$ cat config.mk
export PLATFORM = sky130hd
export DESIGN_NAME = smc_core
export DESIGN_NICKNAME = d
export VERILOG_FILES = /design/src/smc_pkg.sv /design/src/smc_core.sv
export VERILOG_INCLUDE_DIRS = /design/src
export SDC_FILE = /design/constraint.sdc
export NUM_CORES = 1
export LEC_CHECK = 0
export ABC_AREA = 0
export BUFFER_PORTS_ARGS = -buffer_cell sky130_fd_sc_hd__buf_2
export CAP_MARGIN = 25
export CORE_AREA = 4 4 137 139
export CTS_CLUSTER_DIAMETER = 150
export DETAILED_ROUTE_END_ITERATION = 7
export DIE_AREA = 0 0 141 143
export PLACE_DENSITY = 0.67
export SETUP_SLACK_MARGIN = 0.05
export SLEW_MARGIN = 0
export SYNTH_ARGS = -nofsm -noshare
export SYNTH_HDL_FRONTEND = slang
export SYNTH_SLANG_ARGS = --single-unit
$ cat constraint.sdc
create_clock -name ref_clk_i -period 2 [get_ports ref_clk_i]
set_input_delay 0.4 -clock ref_clk_i [delete_from_list [all_inputs] [get_ports ref_clk_i]]
set_output_delay 0.4 -clock ref_clk_i [all_outputs]
set_load 0.05 [all_outputs]
$ cat src/smc_defines.svh
/*
  Constants of the serial communication unit core: mode codes, address
  match kinds, flag positions, field widths and reset values.
  Assumes inclusion by bare name from the package and the core.
*/
`ifndef SMC_DEFINES_SVH
`define SMC_DEFINES_SVH

// ----------------------------------------------------------------------
// Operating modes
// ----------------------------------------------------------------------
`define SMC_MODE_USART_EXT 3'h0
`define SMC_MODE_USART_INT 3'h1
`define SMC_MODE_SPI_SLV 3'h2
`define SMC_MODE_SPI_MST 3'h3
`define SMC_MODE_I2C_SLV 3'h4
`define SMC_MODE_I2C_MST 3'h5

// ----------------------------------------------------------------------
// Address match kinds
// ----------------------------------------------------------------------
`define SMC_AM_MASK 2'h0
`define SMC_AM_TWO 2'h1
`define SMC_AM_RANGE 2'h2

// ----------------------------------------------------------------------
// Flag positions, widths, frame counts and reset values
// ----------------------------------------------------------------------
`define SMC_FL_TXC 0
`define SMC_FL_RXC 1
`define SMC_FL_AMATCH 2
`define SMC_FL_OVF 3
`define SMC_FL_DRE 4
`define SMC_NFLAG 5
`define SMC_FRAME_BITS 4'h9
`define SMC_DATA_LAST 4'h7
`define SMC_RST_BAUD 16'h0000
`define SMC_RST_MODE 3'h0

`endif

$ cat src/smc_pkg.sv
/*
  Types of the serial communication unit core: receive state and the
  packed state record of the core.
  Assumes smc_defines.svh is on the include path.
*/
`include "smc_defines.svh"

package smc_pkg;

  // Receive framing state
  typedef enum logic [1:0] {RX_IDLE, RX_DATA, RX_STOP} smc_rx_t;

  // Whole state of the core
  typedef struct packed {
    logic enable;
    logic [2:0] mode;
    logic [15:0] baud;
    logic [1:0] txpo;
    logic [1:0] rxpo;
    logic [1:0] amode;
    logic [7:0] addr;
    logic [7:0] amask;
    logic [`SMC_NFLAG-1:0] ien;
    logic [3:0] flags;
    logic dbg_halt_en;
    logic sync_busy;
    logic [7:0] txbuf;
    logic txbuf_full;
    logic [9:0] txsh;
    logic [3:0] txcnt;
    logic txbusy;
    smc_rx_t rxst;
    logic [3:0] rxcnt;
    logic [7:0] rxsh;
    logic [1:0][7:0] rxb;
    logic [1:0] rxn;
    logic [15:0] bcnt;
    logic sck;
    logic [3:0] pad_s1;
    logic [3:0] pad_s2;
    logic [2:0] ext_s;
  } smc_state_t;

endpackage

$ cat src/smc_core.sv
/*
  Core of the multi-mode serial communication unit: configuration
  state, single transmit buffer, double receive buffer, baud-rate
  generator, address matching, pad routing, interrupt request.
  Assumes one clock for control and engine; pads and the external
  serial clock arrive asynchronously and are synchronised here.
*/
// Functional notes
// - Enabled unit serves only the chosen mode
// - One transmit buffer ahead of shift register
// - Shift register feeds two-entry receive buffer
// - Serial data and master clock use four pads; external clock has its own input
// - Pad routing chosen by mode configuration
// - Bus clock gate enables register writes
// - Master modes need core clock running
// - Slow clock requested only for two-wire
// - Configuration writes synchronised, busy shown
// - Engine runs on internal or external clock
// - Baud generator sourced internally or externally
// - Address match only in SPI and I2C
// - Keeps running during debug halt by default
// - Option halts unit during debug halt
// - Write protection spares flags, address, data
// - Debug halt lifts write protection
// - Interrupt also serves as wake request
// - Single request line to interrupt controller
// - Three-bit mode field, six codes valid
// - Soft reset sets sync busy, clears all but debug and synchronisers
// - Request while flag and enable set
// - All sources share one request line
`timescale 1ns/10ps
`include "smc_defines.svh"

module smc_core
  import smc_pkg::*;
(
  // Clock and reset
  input wire logic ref_clk_i,
  input wire logic rst_i,
  // Clock and power control
  input wire logic bus_clk_en_i,
  input wire logic core_clk_en_i,
  input wire logic ext_clk_i,
  // Debug and protection
  input wire logic cpu_halt_i,
  input wire logic wp_i,
  input wire logic dbg_we_i,
  input wire logic dbg_halt_en_i,
  // Control writes
  input wire logic soft_reset_i,
  input wire logic cfg_we_i,
  input wire logic cfg_enable_i,
  input wire logic [2:0] cfg_mode_i,
  input wire logic [15:0] cfg_baud_i,
  input wire logic [1:0] cfg_txpo_i,
  input wire logic [1:0] cfg_rxpo_i,
  input wire logic [1:0] cfg_amode_i,
  input wire logic [`SMC_NFLAG-1:0] ien_set_i,
  input wire logic [`SMC_NFLAG-1:0] ien_clr_i,
  input wire logic [3:0] flag_clr_i,
  // Address writes
  input wire logic addr_we_i,
  input wire logic [7:0] addr_i,
  input wire logic [7:0] amask_i,
  // Transmit data
  input wire logic tx_valid_i,
  input wire logic [7:0] tx_data_i,
  output logic tx_ready_o,
  // Receive data
  output logic rx_valid_o,
  output logic [7:0] rx_data_o,
  input wire logic rx_read_i,
  // Pads
  input wire logic [3:0] pad_i,
  output logic [3:0] pad_o,
  output logic [3:0] pad_oe_o,
  // Status
  output logic enabled_o,
  output logic [2:0] mode_o,
  output logic [`SMC_NFLAG-1:0] flags_o,
  output logic [`SMC_NFLAG-1:0] ien_o,
  output logic dbg_halt_en_o,
  output logic sync_busy_o,
  output logic slow_req_o,
  output logic irq_o,
  output logic wake_o
);

  smc_state_t s;
  smc_state_t next_s;

  // ----------------------------------------------------------------------
  // Decodes
  // ----------------------------------------------------------------------
  logic valid_mode;
  logic master;
  logic use_ext;
  logic halted;
  logic run;
  logic wr_ok;
  logic prot_ok;
  logic tick;
  logic rx_bit;
  logic [`SMC_NFLAG-1:0] flags_all;

  // Protected writes need the bus clock and no active protection
  assign valid_mode = s.mode <= `SMC_MODE_I2C_MST;
  assign master = (s.mode == `SMC_MODE_SPI_MST) ||
                  (s.mode == `SMC_MODE_I2C_MST) ||
                  (s.mode == `SMC_MODE_USART_INT);
  assign use_ext = !master;
  assign halted = cpu_halt_i && s.dbg_halt_en;
  // Master modes stall while the core clock is stopped
  assign run = s.enable && valid_mode && !halted &&
               (!master || core_clk_en_i);
  assign wr_ok = bus_clk_en_i;
  assign prot_ok = wr_ok && (!wp_i || cpu_halt_i);
  // External edge uses the second and third stages only
  assign tick = run && (use_ext ? (s.ext_s[1] && !s.ext_s[2])
                                : (s.bcnt == s.baud));
  assign rx_bit = s.pad_s2[s.rxpo];
  assign flags_all = {s.enable && !s.txbuf_full, s.flags};

  // Address comparison on a received word
  function automatic logic amatch(input logic [7:0] w,
                                  input logic [1:0] kind,
                                  input logic [7:0] a,
                                  input logic [7:0] m);
    logic r;
    r = 1'b0;
    case (kind)
      `SMC_AM_MASK: r = ((w ^ a) & ~m) == 8'h00;
      `SMC_AM_TWO: r = (w == a) || (w == m);
      `SMC_AM_RANGE: r = (w <= a) && (w >= m);
      default: r = 1'b0;
    endcase
    return r;
  endfunction

  // ----------------------------------------------------------------------
  // Next state
  // ----------------------------------------------------------------------
  always_comb
  begin
    logic push;
    logic pop;
    logic [3:0] fset;
    push = 1'b0;
    fset = 4'h0;
    next_s = s;
    pop = rx_read_i && s.rxn != 2'h0;
    next_s.sync_busy = 1'b0;
    // Pin synchronisers; first stage feeds only the second
    next_s.pad_s1 = pad_i;
    next_s.pad_s2 = s.pad_s1;
    next_s.ext_s = {s.ext_s[1:0], ext_clk_i};
    // Internal baud divider, period baud plus one
    if (!run || use_ext || s.bcnt == s.baud)
    begin
      next_s.bcnt = 16'h0000;
    end
    else
    begin
      next_s.bcnt = s.bcnt + 16'h0001;
    end
    next_s.sck = run && master && (s.bcnt > {1'b0, s.baud[15:1]});
    // Transmit: buffer loads shift register when it is idle
    if (tick && s.txbusy)
    begin
      next_s.txsh = {1'b1, s.txsh[9:1]};
      next_s.txcnt = s.txcnt + 4'h1;
      if (s.txcnt == `SMC_FRAME_BITS)
      begin
        next_s.txbusy = 1'b0;
        fset[`SMC_FL_TXC] = 1'b1;
      end
    end
    if (run && !next_s.txbusy && s.txbuf_full)
    begin
      next_s.txsh = {1'b1, s.txbuf, 1'b0};
      next_s.txcnt = 4'h0;
      next_s.txbusy = 1'b1;
      next_s.txbuf_full = 1'b0;
    end
    // Data writes are never protected
    if (tx_valid_i && wr_ok && !s.txbuf_full)
    begin
      next_s.txbuf = tx_data_i;
      next_s.txbuf_full = 1'b1;
    end
    // Receive framing: start bit, eight data bits, stop bit
    if (tick)
    begin
      case (s.rxst)
        RX_IDLE:
        begin
          if (!rx_bit)
          begin
            next_s.rxst = RX_DATA;
            next_s.rxcnt = 4'h0;
          end
        end
        RX_DATA:
        begin
          next_s.rxsh = {rx_bit, s.rxsh[7:1]};
          next_s.rxcnt = s.rxcnt + 4'h1;
          if (s.rxcnt == `SMC_DATA_LAST)
          begin
            next_s.rxst = RX_STOP;
          end
        end
        RX_STOP:
        begin
          next_s.rxst = RX_IDLE;
          push = 1'b1;
        end
        default: next_s.rxst = RX_IDLE;
      endcase
    end
    // Two-entry receive buffer; a full buffer drops and flags
    if (pop)
    begin
      next_s.rxb[0] = s.rxb[1];
      next_s.rxn = s.rxn - 2'h1;
    end
    if (push)
    begin
      if (s.rxn == 2'h2 && !pop)
      begin
        fset[`SMC_FL_OVF] = 1'b1;
      end
      else
      begin
        next_s.rxb[pop ? s.rxn - 2'h1 : s.rxn] = s.rxsh;
        next_s.rxn = next_s.rxn + 2'h1;
        fset[`SMC_FL_RXC] = 1'b1;
        if (s.mode >= `SMC_MODE_SPI_SLV &&
            amatch(s.rxsh, s.amode, s.addr, s.amask))
        begin
          fset[`SMC_FL_AMATCH] = 1'b1;
        end
      end
    end
    // Flags: clearing is unprotected and a new set wins
    if (wr_ok)
    begin
      next_s.flags = s.flags & ~flag_clr_i;
    end
    next_s.flags = next_s.flags | fset;
    if (addr_we_i && wr_ok)
    begin
      next_s.addr = addr_i;
      next_s.amask = amask_i;
    end
    if (prot_ok)
    begin
      next_s.ien = (s.ien | ien_set_i) & ~ien_clr_i;
    end
    // Mode and routing are locked while enabled
    if (cfg_we_i && prot_ok)
    begin
      next_s.enable = cfg_enable_i;
      next_s.sync_busy = 1'b1;
      if (!s.enable)
      begin
        next_s.mode = cfg_mode_i;
        next_s.baud = cfg_baud_i;
        next_s.txpo = cfg_txpo_i;
        next_s.rxpo = cfg_rxpo_i;
        next_s.amode = cfg_amode_i;
      end
    end
    // Leaving enable drops any frame in progress
    if (!next_s.enable)
    begin
      next_s.txbusy = 1'b0;
      next_s.rxst = RX_IDLE;
    end
    if (dbg_we_i && prot_ok)
    begin
      next_s.dbg_halt_en = dbg_halt_en_i;
    end
    // Soft reset sets sync busy and clears all but debug control and synchronisers;
    // it lives in the protected control register
    if (soft_reset_i && prot_ok)
    begin
      next_s = '0;
      next_s.mode = `SMC_RST_MODE;
      next_s.baud = `SMC_RST_BAUD;
      next_s.rxst = RX_IDLE;
      next_s.sync_busy = 1'b1;
      next_s.dbg_halt_en = s.dbg_halt_en;
      next_s.pad_s1 = pad_i;
      next_s.pad_s2 = s.pad_s1;
      next_s.ext_s = {s.ext_s[1:0], ext_clk_i};
    end
  end

  // ----------------------------------------------------------------------
  // State register
  // ----------------------------------------------------------------------
  always_ff @(posedge ref_clk_i)
  begin
    if (rst_i)
    begin
      s <= '0;
    end
    else
    begin
      s <= next_s;
    end
  end

  // ----------------------------------------------------------------------
  // Pad routing
  // ----------------------------------------------------------------------
  genvar gi;
  generate
    for (gi = 0; gi < 4; gi++)
    begin : g_pad
      logic is_tx;
      logic is_sck;
      logic tx_bit;
      assign is_tx = s.enable && valid_mode && s.txpo == gi;
      assign is_sck = s.enable && master && s.mode != `SMC_MODE_USART_INT
                      && s.txpo + 2'h1 == gi;
      assign tx_bit = !s.txbusy || s.txsh[0];
      // Two-wire transmit pad is open drain: drive only the low level
      always_comb
      begin
        if (is_tx && s.mode >= `SMC_MODE_I2C_SLV)
        begin
          pad_o[gi] = 1'b0;
          pad_oe_o[gi] = !tx_bit;
        end
        else if (is_tx)
        begin
          pad_o[gi] = tx_bit;
          pad_oe_o[gi] = 1'b1;
        end
        else if (is_sck)
        begin
          pad_o[gi] = s.sck;
          pad_oe_o[gi] = 1'b1;
        end
        else
        begin
          pad_o[gi] = 1'b0;
          pad_oe_o[gi] = 1'b0;
        end
      end
    end
  endgenerate

  // ----------------------------------------------------------------------
  // Outputs
  // ----------------------------------------------------------------------
  assign tx_ready_o = wr_ok && !s.txbuf_full;
  assign rx_valid_o = s.rxn != 2'h0;
  assign rx_data_o = s.rxb[0];
  assign enabled_o = s.enable;
  assign mode_o = s.mode;
  assign flags_o = flags_all;
  assign ien_o = s.ien;
  assign dbg_halt_en_o = s.dbg_halt_en;
  assign sync_busy_o = s.sync_busy;
  assign slow_req_o = s.enable && s.mode >= `SMC_MODE_I2C_SLV &&
                      valid_mode;
  // One shared line for every source
  assign irq_o = |(flags_all & s.ien);
  assign wake_o = irq_o;

endmodule

==> results of run 1 <==
## logic make-up after synthesis
family / share of synthesized area [%]
AO/OA/AOI/OAI: 17.2
XOR/XNOR: 3.82
adder cells (fa/ha/maj): 7.09
buffers and inverters: 7.25
flip-flops: 39.8
multiplexers: 5.11
AND/OR/NAND/NOR: 19.7
## cells in the final DEF (no fill, tap or decap), types with 19 or more instances in the layout
| master | n |
|---|---|
| buf_6 | 23 |
| nor2_1 | 56 |
| inv_1 | 38 |
| dfxtp_2 | 20 |
| clkbuf_16 | 20 |
| buf_4 | 61 |
| dfxtp_1 | 114 |
| nand2_1 | 122 |
| mux2i_1 | 23 |
| nand3_1 | 19 |
| a21oi_1 | 74 |
| ha_1 | 36 |
| buf_2 | 108 |
## flip-flops by register name (all words and copies together) (netlist names), named ones only
name	count
flags_o	4
ien_o	5
s	106
dbg_halt_en_o	1
sync_busy_o	1
mode_o	3
enabled_o	1
rx_data_o	8
## stage by stage
stage / cells / area (µm²) / hold WS (ns)
final: 1227 / 9580 / 0.143
after global routing: 1227 / 9580 / 0.139
after CTS: 1218 / 9050 / 0.128
after detailed placement: 1177 / 8170 / 0.426
after global placement: 1177 / 8170 / 0.420
after floorplan: 814 / 7010 / 0.414
## cell usage after synthesis (6+ instances only)
cell type | instances | share of area, %
nand2_1 | 125 | 6.8
nand4_1 | 8 | 0.73
clkbuf_1 | 22 | 1.2
ha_1 | 39 | 7.1
dfxtp_1 | 137 | 40
xor2_1 | 24 | 3.1
nand3_1 | 30 | 2.2
inv_1 | 41 | 2.2
nand2b_1 | 7 | 0.64
a211oi_1 | 14 | 1.5
buf_4 | 23 | 2.5
nor2_1 | 63 | 3.4
nor3_1 | 10 | 0.73
a21oi_1 | 88 | 6.4
xnor2_1 | 6 | 0.76
and3_1 | 7 | 0.64
buf_2 | 6 | 0.44
mux2i_1 | 28 | 4.1
nor2b_1 | 18 | 1.6
o21ai_0 | 29 | 2.1
## layer usage
metal / routed length, µm / GRT usage [%] / up-vias
li1: - / - / 3119
met1: 8390 / 22.5 / 2889
met2: 8930 / 30.6 / 143
met3: 817 / 4.45 / 31
met4: 432 / 6.94 / 0
met5: 0 / 0 / -
## critical path, delay by kind of cell (launching register included)
| family | cells | cell delay [ns] |
|---|---|---|
| AO/OA/AOI/OAI | 1 | 0.22 |
| flip-flops | 1 | 0.36 |
| AND/OR/NAND/NOR | 2 | 0.47 |
| buffers and inverters | 1 | 0.18 |
## report_power, final
group	switching [mW]	total (mW)	internal (mW)
clock network	1.24	3.21	1.97
registers	0.0426	2.83	2.78
logic	0.412	0.731	0.319
## worst paths after layout
path / startpoint / end / slack (ns) / cells past startpoint
worst min-delay path: ien_clr_i[2] / ien_o[2] / 0.14 / 2
worst max-delay path: mode_o[1] / pad_oe_o[0] / -0.06 / 4
worst max register to register: s[129] / rx_data_o[5] / 0.01 / 8
worst min register to register: s[8] / s[4] / 0.44 / 1
## final cells by class
cell class | count | area, µm² | share of cell area, %
inverters | 41 | 158 | 1.65
diodes | 1 | 2.50 | 0.0261
repair buffers | 207 | 1550 | 16.2
flip-flops and latches | 137 | 2780 | 29.0
clock buffers | 18 | 429 | 4.48
multi-input cells | 580 | 4200 | 43.8
clock inverters | 14 | 174 | 1.82
well taps | 229 | 287 | 2.99
## repair_timing
| action | 4_1_cts | 5_1_grt |
|---|---|---|
| gates resized for setup | 54 | 114 |
| pin swaps | 19 | 37 |
| endpoints found under the setup margin | 57 | 65 |
| setup buffers | 8 | 6 |
| cloned | 1 | 3 |
==> summary.txt, run 1 <==
Timing
  • Setup violators final: 6
  • Post-layout minimum cycle time: 2.06 ns
  • Fin crit share: 103%
  • Final Hold Viols: 0
  • Worst Skew: 0.00964 ns
  • Slew HR: 61.9%
  • RSZ-0062 raised after global routing: yes
  • Slew Viols, Final: 0
  • Setup TNS: -0.211 ns
  • PnR worst setup slack: -0.0597 ns
  • Actual slew at the worst max-slew pin: 0.571 ns
  • Fmax: 0.486 GHz

Floorplan
  • Initial Util: 39.0%
  • Area of the core: 0.0177 mm²
  • Die area: 0.0202 mm²
  • Die width: 141 µm
  • Rows: 49
  • Chip Height: 143 µm
  • Num ports: 119

Cells and area
  • Post-layout util: 54.3%
  • # fillers: 1561
  • # nets final: 1105
  • Layout cell share with drive strength beyond 1: 37.4%
  • Synth-to-Final Area Change: 39.1%

Critical path
  • Startpoint types: flip-flop
  • WP data required: 1.60 ns
  • Crit path max fanout: 4
  • CP Class: flip-flop to primary output
  • Worst-path cell chain: a21bo_4 -> or2_4 -> nor3b_4 -> buf_6
  • Worst Setup End Kind: primary output
  • Crit path max-delay cell type: dfxtp_4
  • CP arrival: 1.66 ns
  • Crit-path max cell delay: 0.36 ns

Yosys
  • Mapped Area: 0.00689 mm²
  • Syn avg cell area: 8.46 µm²
  • Syn nets: 935
  • Sequential fraction of the synthesis area: 39.8%
  • Synth warn: 0
  • Distinct cells, synth: 69
  • Asr flop ratio synth: 0%
  • Post-Syn Instances: 814
  • Synthesized flop and latch total: 137
  • EDFF count, synth: 0
  • Main synth FF type: dfxtp_1

CTS
  • Root buf cell: clkbuf_16
  • Clk slew on worst S/H paths: 0.06 ns
  • CTS tree: built
  • Clock Tree Buf Depth: 2
  • CTS Buf Count: 17
  • Hold-fix buffer count after cts: 0
  • Htree depth: 4
  • Worst-Skew Late Latency: 0.43 ns
  • Sink Count: 137

GRT
  • Pin count of the biggest net entering global routing: 36
  • Global-route wire length before repair: 29400 µm
  • Global-route usage over all layers: 18.1%
  • Residual overflow from global routing: 0
  • Vias in the first global route: 6119
  • Initial antenna violation count: 1

Power
  • LEAKAGE: 4.07 nW
  • Overall Power: 6.76 mW
  • PD cells: 706 mW/mm²
  • Peak VDD IR: 0.000596 V

Routing
  • Routed vias: 6182
  • DR WL/cell: 15.1 µm
  • Vias/cell: 5.04
  • Antenna-violating nets left: 0
  • Final WL: 18600 µm
  • Initial drt markers: 304
  • DRC: 0
  • DRT Pass-1 Iters: 4

Flow run
  • Max Cap Violations: 0

Place
  • Port buffer count: 118
  • Gp weighted congestion: 0.878
  • HPWL after DPL: 13000 µm
  • Worst slack, placed: -0.204 ns

Run status
  • Failing checks: negative setup slack
  • Status: finished with violations

Hold path
  • Worst hold path class: primary input to flip-flop
Note: power is estimated with default switching activity, not from simulation.
==> run 2: changes to the inputs <==
- PLACE_DENSITY: 0.67 -> 0.71
==> run 2 against run 1 <==
Net effect:
- the flow still finishes with violations (negative setup slack)
- combinational power shrank 6.2%
- final cell count shrank 0.41%
- global-route usage grew 0.65 points
==> summary.txt, run 2 (same netlist as run 1, synthesis figures left out) <==
Critical path
  • Reg2reg end: s[50] (was rx_data_o[5])
  • WP data required: 1.60 ns (about the same)
  • Critical R2R Launch: s[117] (was s[129])
  • Crit path max fanout: 4 (unchanged)
  • Crit path launch: mode_o[2] (was mode_o[1])
  • Worst r2r path cells: 9 (was 8)
  • CP Class: flip-flop to primary output (unchanged)
  • Critical path endpoint: pad_oe_o[0] (unchanged)
  • Worst Setup End Kind: primary output (unchanged)
  • R2R setup slack: -0.04 ns (was 0.01 ns)
  • CP arrival: 1.67 ns (was 1.66 ns)
  • Startpoint types: flip-flop (unchanged)

Place
  • Port buffer count: 118 (unchanged)
  • Worst slack, placed: -0.218 ns (was -0.204 ns)
  • Gp weighted congestion: 0.884 (was 0.878)
  • Area after DPL: 0.00816 mm² (was 0.00817 mm²)
  • Placed Cells: 1176 (was 1177)
  • HPWL after DPL: 13800 µm (was 13000 µm)

Floorplan
  • Num ports: 119 (unchanged)
  • Die area: 0.0202 mm² (unchanged)
  • Initial Util: 39.0% (unchanged)
  • Die width: 141 µm (unchanged)
  • Area of the core: 0.0177 mm² (unchanged)
  • Chip Height: 143 µm (unchanged)
  • Rows: 49 (unchanged)

Routing
  • Antenna-violating nets left: 0 (unchanged)
  • DRC: 0 (unchanged)
  • DRT Pass-1 Iters: 5 (was 4)
  • Final WL: 19000 µm (was 18600 µm)
  • Initial drt markers: 416 (was 304)
  • Routed vias: 6234 (was 6182)
  • DR WL/cell: 15.6 µm (was 15.1 µm)
  • Vias/cell: 5.10 (was 5.04)

Cells and area
  • Final Cell Area: 0.00927 mm² (was 0.00958 mm²)
  • Max reg flops: 106 (unchanged)
  • Synth-to-Final Area Change: 34.6% (was 39.1%)
  • Layout cell share with drive strength beyond 1: 33.6% (was 37.4%)
  • Final std cells w/o fill: 1222 (was 1227)
  • Commonest non-fill, non-tap cell in the layout: dfxtp_1 (was nand2_1)
  • Largest Register: s (unchanged)
  • Post-layout util: 52.5% (was 54.3%)
  • # nets final: 1102 (was 1105)
  • Ant. Diodes: 0 (was 1)
  • Most frequent cells in the layout: 128 x dfxtp_1, 121 x nand2_1, 107 x buf_2 (was 122 x nand2_1, 114 x dfxtp_1, 108 x buf_2)

GRT
  • Global-route wire length before repair: 30400 µm (was 29400 µm)
  • Initial antenna violation count: 0 (was 1)
  • Pin count of the biggest net entering global routing: 31 (was 36)
  • Vias in the first global route: 6197 (was 6119)
  • Global-route usage over all layers: 18.8% (was 18.1%)
  • Residual overflow from global routing: 0 (unchanged)

CTS
  • Sink Count: 137 (unchanged)
  • Clock Tree Buf Depth: 2 (unchanged)
  • Root buf cell: clkbuf_16 (unchanged)
  • Hold-fix buffer count after cts: 0 (unchanged)
  • Htree depth: 4 (unchanged)
  • Clk slew on worst S/H paths: 0.06 ns (about the same)
  • CTS Buf Count: 17 (unchanged)
  • CTS tree: built (unchanged)
  • Worst-Skew Late Latency: 0.43 ns (about the same)

Timing
  • Setup TNS: -0.322 ns (was -0.211 ns)
  • Post-layout minimum cycle time: 2.07 ns (was 2.06 ns)
  • Setup violators final: 16 (was 6)
  • RSZ-0062 raised after global routing: yes (unchanged)
  • Slew HR: 61.0% (was 61.9%)
  • Fmax: 0.483 GHz (was 0.486 GHz)
  • PnR worst setup slack: -0.0715 ns (was -0.0597 ns)
  • Slew Viols, Final: 0 (unchanged)
  • Worst Skew: 0.00940 ns (was 0.00964 ns)
  • Final Hold Viols: 0 (unchanged)
  • Fin crit share: 104% (was 103%)
  • Actual slew at the worst max-slew pin: 0.585 ns (was 0.571 ns)
  • Hold_ws: 0.142 ns (was 0.143 ns)

Power
  • PD cells: 712 mW/mm² (was 706 mW/mm²)
  • Peak VDD IR: 0.000621 V (was 0.000596 V)
  • Clock network fraction of total power: 46.7% (was 47.4%)
  • Overall Power: 6.59 mW (was 6.76 mW)
  • Power Internal: 4.94 mW (was 5.07 mW)
  • P_sw: 1.65 mW (was 1.69 mW)
  • Sw Ratio: 25.0% (was 25.1%)
  • LEAKAGE: 4.02 nW (was 4.07 nW)
  • Sequential share of power: 42.9% (was 41.8%)
  • Combinational fraction of design power: 10.4% (was 10.8%)

Hold path
  • Worst hold path class: primary input to flip-flop (unchanged)
  • HP Start: ien_clr_i[2] (unchanged)

Flow run
  • Max Cap Violations: 0 (unchanged)

Run status
  • Status: finished with violations (unchanged)
  • Failing checks: negative setup slack (unchanged)
## run 2: layout make-up
| cell class | instances | area, µm² |
|---|---|---|
| fillers | 1602 | 8390 |
| multi-input cells | 579 | 4000 |
| flip-flops and latches | 137 | 2760 |
| repair buffers | 205 | 1480 |
| clock buffers | 18 | 439 |
| well taps | 229 | 287 |
| inverters | 41 | 158 |
| clock inverters | 13 | 141 |
## run 2: repair_timing
item                                    in CTS  in global routing
gates resized for setup                     49                 69
buffers inserted                            10                  4
endpoints found under the setup margin      60                 60
cloned                                       1                  0
pin swaps                                   10                 15
## run 2: power groups by stage
stage	registers [mW]	clock network, mW	logic [mW]
6_report	2.83	3.08	0.686
5_1_grt	2.83	3.26	0.746
4_1_cts	2.83	3.14	0.668
3_5_place_dp	2.89	0	0.641
3_3_place_gp	2.88	0	0.635
2_1_floorplan	2.88	0	0.379
## run 2: routing by layer
metal | share of wire (%) | track usage, % | vias to the layer above
met5 | 0 | 0 | -
met4 | 2.2 | 7.34 | 0
met3 | 3.8 | 3.85 | 34
met2 | 49 | 32.5 | 148
met1 | 45 | 23.0 | 2933
li1 | - | - | 3119
## run 2: worst min-delay path by stage
stage	to	slack (ns)	cells past startpoint
floorplan	s[1]	0.41	1
global placement	s[4]	0.42	1
detailed placement	s[5]	0.42	1
CTS	ien_o[2]	0.12	2
global route	ien_o[4]	0.14	2
finish	ien_o[2]	0.14	2
## run 2: critical path, stage by stage (launching register included)
cell and delay, ns:
dfxtp_4 0.36, a21bo_4 0.22, or2_4 0.29, nor3b_4 0.19, buf_6 0.18
